**src/rtl/rbmc_pkg.sv**
```systemverilog
// Constants and types for the backup mode control block
package rbmc_pkg;
   localparam int ADDR_W = 28;
   localparam int DATA_W = 8;
   // Register byte addresses
   localparam logic [27:0] BMC_ADDR = 28'hffffb00;
   localparam logic [27:0] SCM_ADDR = 28'hffffb03;
   localparam logic [27:0] PROT_ADDR = 28'hffffb04;
   localparam logic [27:0] STAT_ADDR = 28'hffffb05;
   // Field positions
   localparam int BMC_EN_BIT = 0;
   localparam int BMC_SET_BIT = 1;
   localparam int SCM_LP_BIT = 0;
   localparam int STAT_PB_BIT = 0;
   localparam int STAT_PERR_BIT = 1;
   localparam int STAT_SEQ_BIT = 2;
   localparam int STAT_WDX_BIT = 3;
   // Writable bit masks and reset values
   localparam logic [7:0] BMC_MASK = 8'h03;
   localparam logic [7:0] SCM_MASK = 8'h01;
   localparam logic [7:0] BMC_RST = 8'h00;
   localparam logic [7:0] SCM_RST = 8'h00;
   localparam logic [7:0] STAT_MASK = 8'h0e;
   // Pre-backup state of the block
   typedef enum logic [0:0] {
      RBMC_NORMAL,
      RBMC_PRE_BACKUP
   } rbmc_state_t;
endpackage : rbmc_pkg

```
**src/rtl/rbmc_prot_gate.sv**
```systemverilog
// Protected write gate: an arming write opens exactly one next write
`timescale 1ns/1ps
`default_nettype none
module rbmc_prot_gate (
   input wire logic CORE_CLK_I,
   input wire logic RESET_N_I,
   input wire logic SYS_RESET_I,
   input wire logic WR_I,
   input wire logic [rbmc_pkg::ADDR_W-1:0] ADDR_I,
   output logic PASS_O,
   output logic FAIL_O
);
   import rbmc_pkg::*;

   logic armed_q;
   logic is_prot;
   logic is_cmd;
   logic [ADDR_W-1:0] last_addr_q;
   logic last_valid_q;

   // Decode of protected targets and the arming command
   assign is_prot = (ADDR_I == BMC_ADDR) || (ADDR_I == SCM_ADDR);
   assign is_cmd = (ADDR_I == PROT_ADDR);

   // Arm on command write; any other write consumes the arming
   always_ff @(posedge CORE_CLK_I or negedge RESET_N_I) begin
      if (!RESET_N_I) begin
         armed_q <= 1'b0;
      end else if (SYS_RESET_I) begin
         armed_q <= 1'b0;
      end else if (WR_I) begin
         armed_q <= is_cmd;
      end
   end

   // Pass only the write right after arming
   assign PASS_O = WR_I && is_prot && armed_q;
   assign FAIL_O = WR_I && is_prot && !armed_q;

   // Address of the latest write, idle gaps allowed
   always_ff @(posedge CORE_CLK_I or negedge RESET_N_I) begin
      if (!RESET_N_I) begin
         last_addr_q <= '0;
         last_valid_q <= 1'b0;
      end else if (WR_I) begin
         last_addr_q <= ADDR_I;
         last_valid_q <= !SYS_RESET_I;
      end else if (SYS_RESET_I) begin
         last_valid_q <= 1'b0;
      end
   end

   // protected access
   property p_prot_pass;
      @(posedge CORE_CLK_I) disable iff (!RESET_N_I)
      PASS_O |-> last_valid_q && (last_addr_q == PROT_ADDR);
   endproperty
   a_prot_pass: assert property (p_prot_pass)
      else $error("protected write passed without arming");
endmodule : rbmc_prot_gate
`default_nettype wire

```
**src/rtl/rbmc_top.sv**
```systemverilog
// Backup mode control: protected registers and pre-backup state
//
// Function
// Backup mode is usable only while the backup enable bit is 1.
// Pre-backup set switches counter to divided subclock, halts irq, pin, correction.
// Writing 0 to the pre-backup set bit leaves pre-backup; exit here also needs subclock mode bit 0.
// Backup supply power-on reset clears both registers; other resets retain.
// Both registers change only through the protected write sequence; here a watchdog exit also clears the set bit without it.
// Registers accept whole-byte and single-bit reads and writes.
// Software sets enable first, then pre-backup set, never together.
// Set bit written while disabled reads 1 but does not enter pre-backup.
// Subclock mode bit 0: normal oscillation, 1: ultra-low consumption.
// Software writes zeros to subclock mode bits 7 to 1.
// Enable 1 and set 1 enter pre-backup; low-power subclock optional.
// Subclock bit 0 and set bit 0 leave pre-backup.
// Software prepares backup only while running on the main clock.
// Init: enable, normal subclock, clear set bit, one NOP, all protected.
// Software makes the low-voltage detector interrupt at a chosen level.
// Interrupt routine checks low-voltage flag; enters only when flag is 1.
// Routine slows clock, blocks DMA, NMI, watchdog, irqs, then sets bits, STOP.
// Locked watchdog reset leaves pre-backup via software re-initialisation.
// Watchdog interrupt while in pre-backup takes the block out.
// System reset before set bit is written prevents backup entry.
// Software selects subclock for the counter and then starts it.
// After external reset following backup, software repeats initial settings.
`timescale 1ns/1ps
`default_nettype none
module rbmc_top (
   input wire logic CORE_CLK_I,
   input wire logic RESET_N_I,
   input wire logic SYS_RESET_I,
   input wire logic [rbmc_pkg::ADDR_W-1:0] ADDR_I,
   input wire logic [rbmc_pkg::DATA_W-1:0] WDATA_I,
   input wire logic [rbmc_pkg::DATA_W-1:0] WMASK_I,
   input wire logic WR_I,
   input wire logic RD_I,
   input wire logic WDT_IRQ_I,
   output logic [rbmc_pkg::DATA_W-1:0] RDATA_O,
   output logic BACKUP_ALLOWED_O,
   output logic PRE_BACKUP_O,
   output logic RTC_SUBCLK_DIV_SEL_O,
   output logic RTC_IRQ_HALT_O,
   output logic RTC_PIN_HALT_O,
   output logic RTC_CORR_HALT_O,
   output logic SUBCLK_LOW_POWER_O
);
   import rbmc_pkg::*;

   logic [7:0] bmc_q;
   logic [7:0] bmc_d;
   logic [7:0] scm_q;
   logic [7:0] scm_d;
   logic [7:0] stat_q;
   logic [7:0] stat_d;
   logic [7:0] rdata_d;
   logic prot_pass;
   logic prot_fail;
   logic wr_bmc;
   logic wr_scm;
   logic wr_stat;
   logic en_bit;
   logic set_bit;
   logic lp_bit;
   logic wdt_exit;
   logic seq_viol;
   logic halt_q;
   logic halt_d;
   rbmc_state_t state_q;
   rbmc_state_t state_d;

   // Protected write sequence checker
   rbmc_prot_gate u_gate (
      .CORE_CLK_I(CORE_CLK_I),
      .RESET_N_I(RESET_N_I),
      .SYS_RESET_I(SYS_RESET_I),
      .WR_I(WR_I),
      .ADDR_I(ADDR_I),
      .PASS_O(prot_pass),
      .FAIL_O(prot_fail)
   );

   // Write decode; protected targets need the gate
   // protected writes only
   assign wr_bmc = prot_pass && (ADDR_I == BMC_ADDR);
   assign wr_scm = prot_pass && (ADDR_I == SCM_ADDR);
   assign wr_stat = WR_I && (ADDR_I == STAT_ADDR);

   assign en_bit = bmc_q[BMC_EN_BIT];
   assign set_bit = bmc_q[BMC_SET_BIT];
   assign lp_bit = scm_q[SCM_LP_BIT];

   // watchdog interrupt exit
   assign wdt_exit = WDT_IRQ_I && (state_q == RBMC_PRE_BACKUP);

   // Both bits rising from 0 in one write
   assign seq_viol = wr_bmc && WMASK_I[BMC_EN_BIT] && WMASK_I[BMC_SET_BIT]
      && WDATA_I[BMC_EN_BIT] && WDATA_I[BMC_SET_BIT] && !en_bit && !set_bit;

   // Next control byte: masked merge gives byte and bit writes
   always_comb begin
      bmc_d = bmc_q;
      // drop set bit on watchdog exit
      if (wdt_exit) begin
         bmc_d[BMC_SET_BIT] = 1'b0;
      end
      // byte or single-bit write
      if (wr_bmc) begin
         bmc_d = ((bmc_q & ~WMASK_I) | (WDATA_I & WMASK_I)) & BMC_MASK;
      end
   end

   // Next subclock mode byte; upper bits never stored
   always_comb begin
      scm_d = scm_q;
      // bit 0 selects oscillator mode
      if (wr_scm) begin
         scm_d = ((scm_q & ~WMASK_I) | (WDATA_I & WMASK_I)) & SCM_MASK;
      end
   end

   // Control registers: only backup supply reset clears them
   // retained over system reset
   always_ff @(posedge CORE_CLK_I or negedge RESET_N_I) begin
      if (!RESET_N_I) begin
         bmc_q <= BMC_RST;
         scm_q <= SCM_RST;
      end else begin
         bmc_q <= bmc_d;
         scm_q <= scm_d;
      end
   end

   // Pre-backup state transitions
   always_comb begin
      state_d = state_q;
      case (state_q)
         RBMC_NORMAL: begin
            // enable and set enter
            // set without enable stays out
            if (en_bit && set_bit) begin
               state_d = RBMC_PRE_BACKUP;
            end
         end
         RBMC_PRE_BACKUP: begin
            // normal subclock and set cleared leave
            // clearing set bit exits once subclock bit is 0
            if (wdt_exit || (!lp_bit && !set_bit)) begin
               state_d = RBMC_NORMAL;
            end
         end
         default: begin
            state_d = RBMC_NORMAL;
         end
      endcase
   end

   // State register follows the retained bits across system reset
   // no entry without set bit
   // state kept for re-init
   always_ff @(posedge CORE_CLK_I or negedge RESET_N_I) begin
      if (!RESET_N_I) begin
         state_q <= RBMC_NORMAL;
      end else begin
         state_q <= state_d;
      end
   end

   // Counter reconfiguration follows the state
   // counter switch and halts
   assign halt_d = (state_d == RBMC_PRE_BACKUP);

   always_ff @(posedge CORE_CLK_I or negedge RESET_N_I) begin
      if (!RESET_N_I) begin
         halt_q <= 1'b0;
      end else begin
         halt_q <= halt_d;
      end
   end

   // Sticky status flags; hardware set wins over software clear
   always_comb begin
      stat_d = stat_q;
      if (wr_stat) begin
         stat_d = stat_q & ~(WDATA_I & STAT_MASK);
      end
      if (prot_fail) begin
         stat_d[STAT_PERR_BIT] = 1'b1;
      end
      if (seq_viol) begin
         stat_d[STAT_SEQ_BIT] = 1'b1;
      end
      if (wdt_exit) begin
         stat_d[STAT_WDX_BIT] = 1'b1;
      end
      stat_d[STAT_PB_BIT] = 1'b0;
   end

   always_ff @(posedge CORE_CLK_I or negedge RESET_N_I) begin
      if (!RESET_N_I) begin
         stat_q <= 8'h00;
      end else if (SYS_RESET_I) begin
         stat_q <= 8'h00;
      end else begin
         stat_q <= stat_d;
      end
   end

   // Read mux; unmapped addresses read zero
   // byte reads
   always_comb begin
      rdata_d = 8'h00;
      if (RD_I) begin
         case (ADDR_I)
            BMC_ADDR: rdata_d = bmc_q;
            SCM_ADDR: rdata_d = scm_q;
            STAT_ADDR: begin
               rdata_d = stat_q;
               rdata_d[STAT_PB_BIT] = (state_q == RBMC_PRE_BACKUP);
            end
            default: rdata_d = 8'h00;
         endcase
      end
   end

   // Read data stands one cycle after the strobe
   always_ff @(posedge CORE_CLK_I or negedge RESET_N_I) begin
      if (!RESET_N_I) begin
         RDATA_O <= 8'h00;
      end else begin
         RDATA_O <= rdata_d;
      end
   end

   // Outputs to the counter, oscillator and power control
   // backup availability
   assign BACKUP_ALLOWED_O = en_bit;
   assign PRE_BACKUP_O = halt_q;
   assign RTC_SUBCLK_DIV_SEL_O = halt_q;
   assign RTC_IRQ_HALT_O = halt_q;
   assign RTC_PIN_HALT_O = halt_q;
   assign RTC_CORR_HALT_O = halt_q;
   assign SUBCLK_LOW_POWER_O = lp_bit;

   // Checks
   property p_allowed;
      @(posedge CORE_CLK_I) disable iff (!RESET_N_I)
      PRE_BACKUP_O |-> BACKUP_ALLOWED_O || $past(BACKUP_ALLOWED_O);
   endproperty
   a_allowed: assert property (p_allowed)
      else $error("pre-backup without enable");

   property p_rtc_switch;
      @(posedge CORE_CLK_I) disable iff (!RESET_N_I)
      $rose(PRE_BACKUP_O) |-> RTC_SUBCLK_DIV_SEL_O && RTC_IRQ_HALT_O
         && RTC_PIN_HALT_O && RTC_CORR_HALT_O && $past(set_bit);
   endproperty
   a_rtc_switch: assert property (p_rtc_switch)
      else $error("counter not reconfigured on entry");

   property p_exit_clear;
      @(posedge CORE_CLK_I) disable iff (!RESET_N_I)
      PRE_BACKUP_O && !set_bit && !lp_bit && !WDT_IRQ_I |=> !PRE_BACKUP_O;
   endproperty
   a_exit_clear: assert property (p_exit_clear)
      else $error("no exit after set bit cleared");

   property p_por_clear;
      @(posedge CORE_CLK_I)
      $rose(RESET_N_I) |-> bmc_q == BMC_RST && scm_q == SCM_RST;
   endproperty
   a_por_clear: assert property (p_por_clear)
      else $error("registers not cleared by power-on reset");

   property p_sys_keep;
      @(posedge CORE_CLK_I) disable iff (!RESET_N_I)
      SYS_RESET_I && !prot_pass && !WDT_IRQ_I |=> $stable(bmc_q)
         && $stable(scm_q);
   endproperty
   a_sys_keep: assert property (p_sys_keep)
      else $error("register lost over system reset");

   property p_unprot;
      @(posedge CORE_CLK_I) disable iff (!RESET_N_I)
      !prot_pass |=> $stable(scm_q);
   endproperty
   a_unprot: assert property (p_unprot)
      else $error("subclock mode changed without protection");

   property p_bit_write;
      @(posedge CORE_CLK_I) disable iff (!RESET_N_I)
      wr_scm && !WMASK_I[SCM_LP_BIT] |=> $stable(scm_q);
   endproperty
   a_bit_write: assert property (p_bit_write)
      else $error("masked bit was written");

   property p_no_entry;
      @(posedge CORE_CLK_I) disable iff (!RESET_N_I)
      !PRE_BACKUP_O && !en_bit |=> !PRE_BACKUP_O;
   endproperty
   a_no_entry: assert property (p_no_entry)
      else $error("entered pre-backup while disabled");

   property p_lp_out;
      @(posedge CORE_CLK_I) disable iff (!RESET_N_I)
      wr_scm && WMASK_I[SCM_LP_BIT] |=>
         SUBCLK_LOW_POWER_O == $past(WDATA_I[SCM_LP_BIT]) && scm_q[7:1] == 7'h00;
   endproperty
   a_lp_out: assert property (p_lp_out)
      else $error("oscillator mode not taken");

   property p_enter;
      @(posedge CORE_CLK_I) disable iff (!RESET_N_I)
      !PRE_BACKUP_O && en_bit && set_bit |=> PRE_BACKUP_O;
   endproperty
   a_enter: assert property (p_enter)
      else $error("no entry with enable and set");

   property p_hold;
      @(posedge CORE_CLK_I) disable iff (!RESET_N_I)
      PRE_BACKUP_O && lp_bit && !WDT_IRQ_I |=> PRE_BACKUP_O;
   endproperty
   a_hold: assert property (p_hold)
      else $error("left pre-backup with low-power subclock");

   property p_wdt;
      @(posedge CORE_CLK_I) disable iff (!RESET_N_I)
      PRE_BACKUP_O && WDT_IRQ_I && !wr_bmc |=> !PRE_BACKUP_O ##1
         !PRE_BACKUP_O;
   endproperty
   a_wdt: assert property (p_wdt)
      else $error("watchdog interrupt did not exit");

   c_enter: cover property (@(posedge CORE_CLK_I) $rose(PRE_BACKUP_O));
   c_exit: cover property (@(posedge CORE_CLK_I) $fell(PRE_BACKUP_O));
   c_wdt: cover property (@(posedge CORE_CLK_I) wdt_exit);
   c_fail: cover property (@(posedge CORE_CLK_I) prot_fail);
endmodule : rbmc_top
`default_nettype wire

```
**config.mk**
```make
export PLATFORM = sky130hd
export DESIGN_NAME = rbmc_top
export DESIGN_NICKNAME = d
export VERILOG_FILES = /design/src/rtl/rbmc_pkg.sv /design/src/rtl/rbmc_prot_gate.sv /design/src/rtl/rbmc_top.sv
export SDC_FILE = /design/constraint.sdc
export NUM_CORES = 1
export LEC_CHECK = 0
export BUFFER_PORTS_ARGS = -buffer_cell sky130_fd_sc_hd__buf_2
export CORE_MARGIN = 3
export CORE_UTILIZATION = 40
export DETAILED_ROUTE_END_ITERATION = 10
export PLACE_DENSITY = 0.92
export SETUP_SLACK_MARGIN = 0.15
export SLEW_MARGIN = 20
export SYNTH_ARGS = -nofsm -noshare
export SYNTH_HDL_FRONTEND = slang
export SYNTH_SLANG_ARGS = --single-unit
```
**constraint.sdc**
```tcl
create_clock -name CORE_CLK_I -period 2.7 [get_ports CORE_CLK_I]
set_input_delay 0.54 -clock CORE_CLK_I [delete_from_list [all_inputs] [get_ports CORE_CLK_I]]
set_output_delay 0.54 -clock CORE_CLK_I [all_outputs]
set_load 0.02 [all_outputs]
```
==> impl_metrics.env, run 1 <==
export IMPL_outcome="finished clean"
export IMPL_period_minus_slack_ps=1980
export IMPL_switching_power_w=0.0000973
export IMPL_r2r_slack_ps=1550
export IMPL_yosys_warnings=0
export IMPL_globalRouteTotalUtil_pct=17.1
export IMPL_wl_per_cell_microns=13.7
export IMPL_finClkSkew_ps=3.40
export IMPL_synth_top_cell_area_share_pct=41.5
export IMPL_clock_latency_ps=280
export IMPL_switching_share_pct=25.8
export IMPL_fillers=154
export IMPL_vias_per_cell=5.35
export IMPL_yosys_area_top_type="dfrtp_1"
export IMPL_p_leak_nw=0.564
export IMPL_drt_pass1_iterations=4
export IMPL_hpwl_microns=1770
export IMPL_internal_power_w=0.000280
export IMPL_hold_viol_final=0
export IMPL_relSlewSlack_pct=64.5
export IMPL_synth_area_top_cells="dfrtp_1 (41%), buf_4 (6.7%), nand2_1 (5.7%)"
export IMPL_worstSetupEndpointType="flop"
export IMPL_grt_pass1_wl_microns=3260
export IMPL_vias=851
export IMPL_drt_wl_total_microns=2170
export IMPL_drc=0
export IMPL_cts_tree="done"
export IMPL_clk_pin_slew_worst_paths_ps=80
export IMPL_power_frac_clock_pct=32.9
export IMPL_die_x_microns=50.3
export IMPL_cp_max_fo=5
export IMPL_io_pins=65
export IMPL_worst_slew_pin_slew_ps=528
export IMPL_numPortBuffers=54
export IMPL_n_antenna_cell=0
export IMPL_row_count=15
export IMPL_cts_resized_gates=0
export IMPL_area_delta_synth_final_pct=35.1
export IMPL_final_setup_tns_ps=0
export IMPL_yosysSeqAreaShare_pct=41.5
export IMPL_first_global_vias=761
export IMPL_fmax_mhz=505
export IMPL_cts_setup_buffers=0
export IMPL_cts_root_buffer="clkbuf_4"
export IMPL_grt_setup_unrepaired="no"
export IMPL_fin_util_pct=59.4
export IMPL_drive_gt1_share_pct=46.3
export IMPL_routabilityCongestion=0.857
export IMPL_timing_critical_path_arrival_ps=2150
export IMPL_max_cap_viol_count=0
export IMPL_final_nets=185
export IMPL_ant_nets=0
export IMPL_cts_hold_repair_buffers=0
export IMPL_synth_area_per_cell_sq_um=9.45
export IMPL_core_area_sq_um=1780
export IMPL_grt_overflow_total=0
export IMPL_powerDensity_nw_per_um2=356
export IMPL_drv_slew=0
export IMPL_grt_max_degree=14
export IMPL_crit_type="input pin to flop"
export IMPL_start_util_pct=44.0
export IMPL_seqPwrFrac_pct=51.8
export IMPL_cts_sinks=13
export IMPL_combPwrFrac_pct=15.3
export IMPL_ir_drop_mv=0.173
export IMPL_seqCellArea_sq_um=325
export IMPL_syn_nets=133
export IMPL_min_path_type="input pin to asynchronous set/reset pin"
export IMPL_crit_path_start_kind="input pin"
export IMPL_syn_cell_area_sq_um=785
export IMPL_multi_input_area_sq_um=395
export IMPL_antenna_found_initial=0
export IMPL_die_area_sq_um=2530
export IMPL_die_height_microns=50.3
export IMPL_htree_levels=1
export IMPL_ctsLongestPathBuffers=2
export IMPL_crit_required_ps=2870
export IMPL_syn_inst=83
export IMPL_cts_buffers=3
export IMPL_ys_types=33
export IMPL_min_period_over_period_pct=73.4
export IMPL_drt_iter0_drc=48
export IMPL_ys_ff_latch=13
export IMPL_setup_viol=0
==> sequential cells by signal, summed over array words and instances, names as in the netlist <==
name / flops
scm_q: 1
bmc_q: 2
stat_q: 3
u_gate.armed_q: 1
PRE_BACKUP_O: 1
RDATA_O: 5
==> cell usage after synthesis <==
cell and count:
o21ai_0 2, conb_1 1, a22oi_1 1, nand3_1 3, o21ai_1 1, a211o_1 2, o211ai_1 2, nor2_1 4
nand4_1 4, and2_1 2, xnor2_1 1, buf_4 7, a21o_2 1, and3_1 3, or4_4 1, nand3b_1 2
dfrtp_1 13, nor4_1 2, nor3_4 1, nand2b_1 1, nand4b_1 2, mux2_1 2, nor4b_1 1, and3b_1 1
nand2_1 12, inv_1 3, o22ai_1 1, and3_2 1, nor4_4 1, a21oi_1 2, nor2b_1 1, and4_1 1
a311oi_1 1
==> worst paths after layout <==
kind                            cells after the start    endpoint            from
worst max-delay path                                6    bmc_q[0]      ADDR_I[10]
worst min-delay path                                1  RDATA_O[0]       RESET_N_I
worst max register to register                      3    bmc_q[0]  u_gate.armed_q
worst min register to register                      1  RDATA_O[3]       stat_q[3]
max in group asynchronous                           1    bmc_q[1]       RESET_N_I
min in group CORE_CLK_I                             2   stat_q[3]      WDATA_I[3]
==> power groups by stage <==
stage	clock network, W	registers, W	logic [W]
after floorplan	0	0.000201	0.0000172
after global placement	0	0.000200	0.0000551
final	0.000124	0.000196	0.0000578
after CTS	0.000127	0.000196	0.0000578
after global routing	0.000135	0.000196	0.0000630
after detailed placement	0	0.000200	0.0000576
==> critical path, stage by stage <==
cell and delay, ps:
buf_2 90, nand4b_1 160, or4_4 540, nor3_4 300, nand4_1 180, mux2_1 330
==> cell type report <==
type	instances	share of cell area, %
well taps	25	2.95
clock buffers	4	2.48
inverters	3	1.06
multi-input cells	60	37.3
flip-flops and latches	13	30.7
repair buffers	54	25.5
==> per-layer routing <==
metal / global-route usage, % / vias to the layer above / share of wire, %
met5: 0 / - / 0
met1: 18.5 / 381 / 33
met4: 10.6 / 0 / 3.5
met3: 4.15 / 9 / 10
met2: 29.6 / 61 / 53
li1: - / 400 / -
==> kinds of logic after synthesis <==
group,count (synthesis),synth area share [%]
other cells,1,0.478
mux,2,2.87
simple gates,43,34.6
compound gates,13,11.3
flops,13,41.5
buf+inv,10,8.13
xor+xnor,1,1.12
==> stage by stage <==
step	setup WS (ps)	cell area [sq um]	hold WS [ps]	std cells	total power (W)
2_1_floorplan	637	785	244	83	0.000218
3_3_place_gp	458	1030	435	155	0.000255
3_5_place_dp	407	1030	446	155	0.000257
4_1_cts	707	1060	142	159	0.000380
5_1_grt	634	1060	143	159	0.000394
6_report	718	1060	125	159	0.000378
==> cells in the final DEF, fill, tap and decap left out, drive strengths merged, types with 2 or more instances in the layout <==
cell	synthesis	routed
a211o	2	2
a21oi	2	2
and2	2	2
and3	4	4
buf	7	54
clkbuf	0	4
dfrtp	13	13
inv	3	3
mux2	2	2
nand2	12	12
nand3	3	3
nand3b	2	2
nand4	4	4
nand4b	2	2
nor2	4	4
nor4	3	3
o211ai	2	2
o21ai	3	3
No activity file was read; power rests on OpenSTA's default activity.
==> inputs of run 2 (changes only) <==
- CORE_UTILIZATION: 40 -> 38
- PLACE_DENSITY: 0.92 -> 0.88
- clock period: 2.7 -> 2.1 ns (I/O delays scaled with it)
==> impl_metrics.env, run 2 (synthesis results as in run 1) <==
export IMPL_outcome="finished clean"
export IMPL_grt_overflow_total=0
export IMPL_top_register="RDATA_O"
export IMPL_die_height_microns=51.4
export IMPL_clock_latency_ps=280
export IMPL_htree_levels=1
export IMPL_worstSetupEndpointType="flop"
export IMPL_hold_viol_final=0
export IMPL_cts_buffers=3
export IMPL_vias_per_cell=5.14
export IMPL_drc=0
export IMPL_die_area_sq_um=2650
export IMPL_cp_max_fo=3
export IMPL_ctsLongestPathBuffers=2
export IMPL_crit_required_ps=2260
export IMPL_clk_pin_slew_worst_paths_ps=80
export IMPL_grt_max_degree=14
export IMPL_cts_resized_gates=0
export IMPL_cts_sinks=13
export IMPL_area_delta_synth_final_pct=38.0
export IMPL_cts_tree="done"
export IMPL_fillers=173
export IMPL_first_global_vias=740
export IMPL_pre_cts_slack_ps=-39.4
export IMPL_cts_root_buffer="clkbuf_4"
export IMPL_cts_setup_buffers=0
export IMPL_row_count=15
export IMPL_hpwl_microns=1800
export IMPL_largest_register_ff_count=5
export IMPL_drt_wl_total_microns=2110
export IMPL_grt_pass1_wl_microns=3010
export IMPL_grt_setup_unrepaired="no"
export IMPL_finClkSkew_ps=3.74
export IMPL_cts_hold_repair_buffers=0
export IMPL_min_path_type="input pin to asynchronous set/reset pin"
export IMPL_wl_per_cell_microns=13.0
export IMPL_setup_ws_ps=264
export IMPL_crit_path_start_kind="input pin"
export IMPL_final_setup_tns_ps=0
export IMPL_drv_slew=0
export IMPL_final_cell_mix="buf_2 (54), dfrtp_1 (13), nand2_1 (12)"
export IMPL_period_minus_slack_ps=1840
export IMPL_max_cap_viol_count=0
export IMPL_globalRouteTotalUtil_pct=15.6
export IMPL_ant_nets=0
export IMPL_drive_gt1_share_pct=47.4
export IMPL_core_area_sq_um=1840
export IMPL_timing_critical_path_arrival_ps=2000
export IMPL_final_common_cell="buf_2"
export IMPL_ir_drop_mv=0.371
export IMPL_setup_viol=0
export IMPL_reg_top3="RDATA_O x5, stat_q x3, bmc_q x2"
export IMPL_min_period_over_period_pct=87.4
export IMPL_fin_util_pct=58.8
export IMPL_powerDensity_nw_per_um2=442
export IMPL_numPortBuffers=54
export IMPL_start_util_pct=42.7
export IMPL_drt_pass1_iterations=4
export IMPL_vias=832
export IMPL_n_antenna_cell=0
export IMPL_io_pins=65
export IMPL_routabilityCongestion=0.892
export IMPL_p_leak_nw=0.581
export IMPL_die_x_microns=51.4
export IMPL_antenna_found_initial=0
export IMPL_crit_type="input pin to flop"
export IMPL_drt_iter0_drc=26
export IMPL_fmax_mhz=545
export IMPL_final_nets=188
[run 2: cell count changes in the layout (fill, tap and decap cells not counted), sizes merged]
cell  previous run  this run
buf             54        57
[run 2: routing by layer]
metal | global-route usage [%] | vias up | part of all wire (%)
li1 | - | 408 | -
met1 | 15.6 | 390 | 32
met2 | 28.6 | 32 | 59
met3 | 6.71 | 2 | 8.5
met4 | 4.80 | 0 | 0.57
met5 | 0 | - | 0
[run 2: final timing paths]
path	startpoint	to	slack [ps]	cells after the start
max	ADDR_I[10]	scm_q[0]	260	6
min reg2reg	stat_q[3]	RDATA_O[3]	520	1
max in group asynchronous	RESET_N_I	RDATA_O[6]	1870	1
min	RESET_N_I	stat_q[2]	10	1
max reg2reg	u_gate.armed_q	bmc_q[0]	960	3
min in group CORE_CLK_I	WDATA_I[3]	stat_q[3]	350	2
[run 2: layout make-up]
cell class              instances  area [sq um]  share of cell area, %
multi-input cells              60           395                   36.5
inverters                       3          11.3                   1.04
flip-flops and latches         13           325                   30.1
well taps                      25          31.3                   2.89
repair buffers                 57           293                   27.1
clock buffers                   4          26.3                   2.43
[run 2: through the flow]
stage          cells  area, sq um  hold WS, ps  power, W
3_3_place_gp     158         1060          317  0.000327
4_1_cts          162         1080         13.2  0.000481
2_1_floorplan     83          785          124  0.000280
5_1_grt          162         1080         18.8  0.000501
6_report         162         1080         10.5  0.000478
3_5_place_dp     158         1060          318  0.000330
[run 2: worst max-delay path, cell delays in order]
cell and delay (ps):
buf_2 100, nand4b_1 150, or4_4 530, nor4_4 320
nand4_1 140, mux2_1 340
[run 2: power breakdown]
group	total [W]	switching, W	internal, W
sequential	0.000252	0.000000665	0.000251
combinational	0.0000733	0.0000376	0.0000357
clock	0.000153	0.0000792	0.0000737
total	0.000478	0.000117	0.000360
==> inputs of run 3 (changes only) <==
--- a/config.mk
+++ b/config.mk
@@ -11,3 +11,3 @@
 export DETAILED_ROUTE_END_ITERATION = 10
-export PLACE_DENSITY = 0.88
+export PLACE_DENSITY = 0.9
 export SETUP_SLACK_MARGIN = 0.15
--- a/constraint.sdc
+++ b/constraint.sdc
@@ -3,2 +3,2 @@
 set_output_delay 0.42 -clock CORE_CLK_I [all_outputs]
-set_load 0.02 [all_outputs]
+set_load 0.01 [all_outputs]
==> impl_metrics.env, run 3 (synthesis results as in run 1) <==
export IMPL_outcome="finished clean"
export IMPL_cts_setup_buffers=0
export IMPL_die_height_microns=51.4
export IMPL_max_cap_viol_count=0
export IMPL_setup_ws_ps=322
export IMPL_vias_per_cell=5.08
export IMPL_final_nets=188
export IMPL_io_pins=65
export IMPL_crit_path_start_kind="input pin"
export IMPL_final_common_cell="buf_2"
export IMPL_antenna_found_initial=0
export IMPL_worstSetupEndpointType="flop"
export IMPL_multi_input_area_sq_um=395
export IMPL_htree_levels=1
export IMPL_final_setup_tns_ps=0
export IMPL_seqCellArea_sq_um=325
export IMPL_first_global_vias=792
export IMPL_vias=823
export IMPL_n_antenna_cell=0
export IMPL_area_delta_synth_final_pct=38.1
export IMPL_row_count=15
export IMPL_hpwl_microns=1860
export IMPL_drt_met1_wl_microns=804
export IMPL_cts_hold_repair_buffers=0
export IMPL_fmax_mhz=563
export IMPL_drt_wl_total_microns=2160
export IMPL_cts_resized_gates=0
export IMPL_drv_slew=0
export IMPL_globalRouteTotalUtil_pct=16.8
export IMPL_hold_viol_final=0
export IMPL_period_minus_slack_ps=1780
export IMPL_wl_met2_microns=1160
export IMPL_report_power_total_w=0.000479
export IMPL_routabilityCongestion=0.814
export IMPL_fillers=178
export IMPL_ctsLongestPathBuffers=2
export IMPL_reg_top3="RDATA_O x5, stat_q x3, bmc_q x2"
export IMPL_min_period_over_period_pct=84.7
export IMPL_top_register="RDATA_O"
export IMPL_cts_sinks=13
export IMPL_grt_setup_unrepaired="no"
export IMPL_ir_drop_mv=0.283
export IMPL_clock_latency_ps=280
export IMPL_p_leak_nw=0.583
export IMPL_cts_buffers=3
export IMPL_numPortBuffers=54
export IMPL_grt_max_degree=14
export IMPL_cts_root_buffer="clkbuf_4"
export IMPL_grt_pass1_wl_microns=3250
export IMPL_met3_length_microns=146
export IMPL_final_area_sq_um=1080
export IMPL_crit_type="input pin to flop"
export IMPL_drc=0
export IMPL_grt_overflow_total=0
export IMPL_die_x_microns=51.4
export IMPL_core_area_sq_um=1840
export IMPL_drive_gt1_share_pct=48.2
export IMPL_crit_required_ps=2270
export IMPL_min_path_type="input pin to asynchronous set/reset pin"
export IMPL_die_area_sq_um=2650
export IMPL_finClkSkew_ps=3.56
export IMPL_place_area_sq_um=1060
export IMPL_pre_cts_slack_ps=7.33
export IMPL_timing_critical_path_arrival_ps=1950
export IMPL_cts_tree="done"
export IMPL_cp_max_fo=3
export IMPL_drt_iter0_drc=28
export IMPL_final_cell_mix="buf_2 (54), dfrtp_1 (13), nand2_1 (12)"
export IMPL_clk_pin_slew_worst_paths_ps=80
export IMPL_setup_viol=0
export IMPL_wl_per_cell_microns=13.3
export IMPL_ant_nets=0
export IMPL_drt_pass1_iterations=4
export IMPL_start_util_pct=42.7
export IMPL_highest_layer="met4"
export IMPL_powerDensity_nw_per_um2=442
export IMPL_largest_register_ff_count=5
==> run 3: final cells by class <==
class,count,share of cell area (%)
sequential,13,30.0
clock buffer,3,2.08
multi-input combinational,60,36.5
tap,25,2.89
inverter,3,1.04
clock inverter,1,0.462
timing repair buffer,57,27.0
==> run 3: routing by layer <==
metal / track usage, % / vias up
met5: 0 / -
met4: 9.17 / 0
met3: 4.66 / 4
met2: 30.1 / 35
met1: 17.5 / 376
li1: - / 408
==> run 3: power breakdown <==
| group | internal, W | total (W) | switching (W) |
|---|---|---|---|
| Clock | 0.0000708 | 0.000157 | 0.0000867 |
| Sequential | 0.000251 | 0.000252 | 0.000000707 |
| Combinational | 0.0000356 | 0.0000697 | 0.0000341 |
==> run 3: through the flow <==
stage / utilization (%) / hold slack, ps / cells
floorplan: - / 124 / 83
global placement: 57.4 / 315 / 158
detailed placement: 57.4 / 320 / 158
CTS: 58.9 / 11.9 / 162
global route: 58.9 / 27.8 / 162
finish: 58.9 / 4.68 / 162
==> run 3: path summary, 6_finish.rpt <==
check / start / slack, ps / depth (start not counted) / endpoint
max: ADDR_I[10] / 320 / 6 / scm_q[0]
min: RESET_N_I / 5 / 1 / stat_q[3]
max reg2reg: u_gate.armed_q / 940 / 3 / bmc_q[0]
min reg2reg: stat_q[2] / 510 / 1 / RDATA_O[2]
max in group asynchronous: RESET_N_I / 1870 / 1 / stat_q[2]
min in group CORE_CLK_I: WDATA_I[3] / 330 / 2 / stat_q[3]
==> run 3: critical path, cell delays in order <==
cell	delay, ps
buf_2	90
nand4b_1	150
or4_4	540
nor4_4	300
nand4_1	140
mux2_1	320
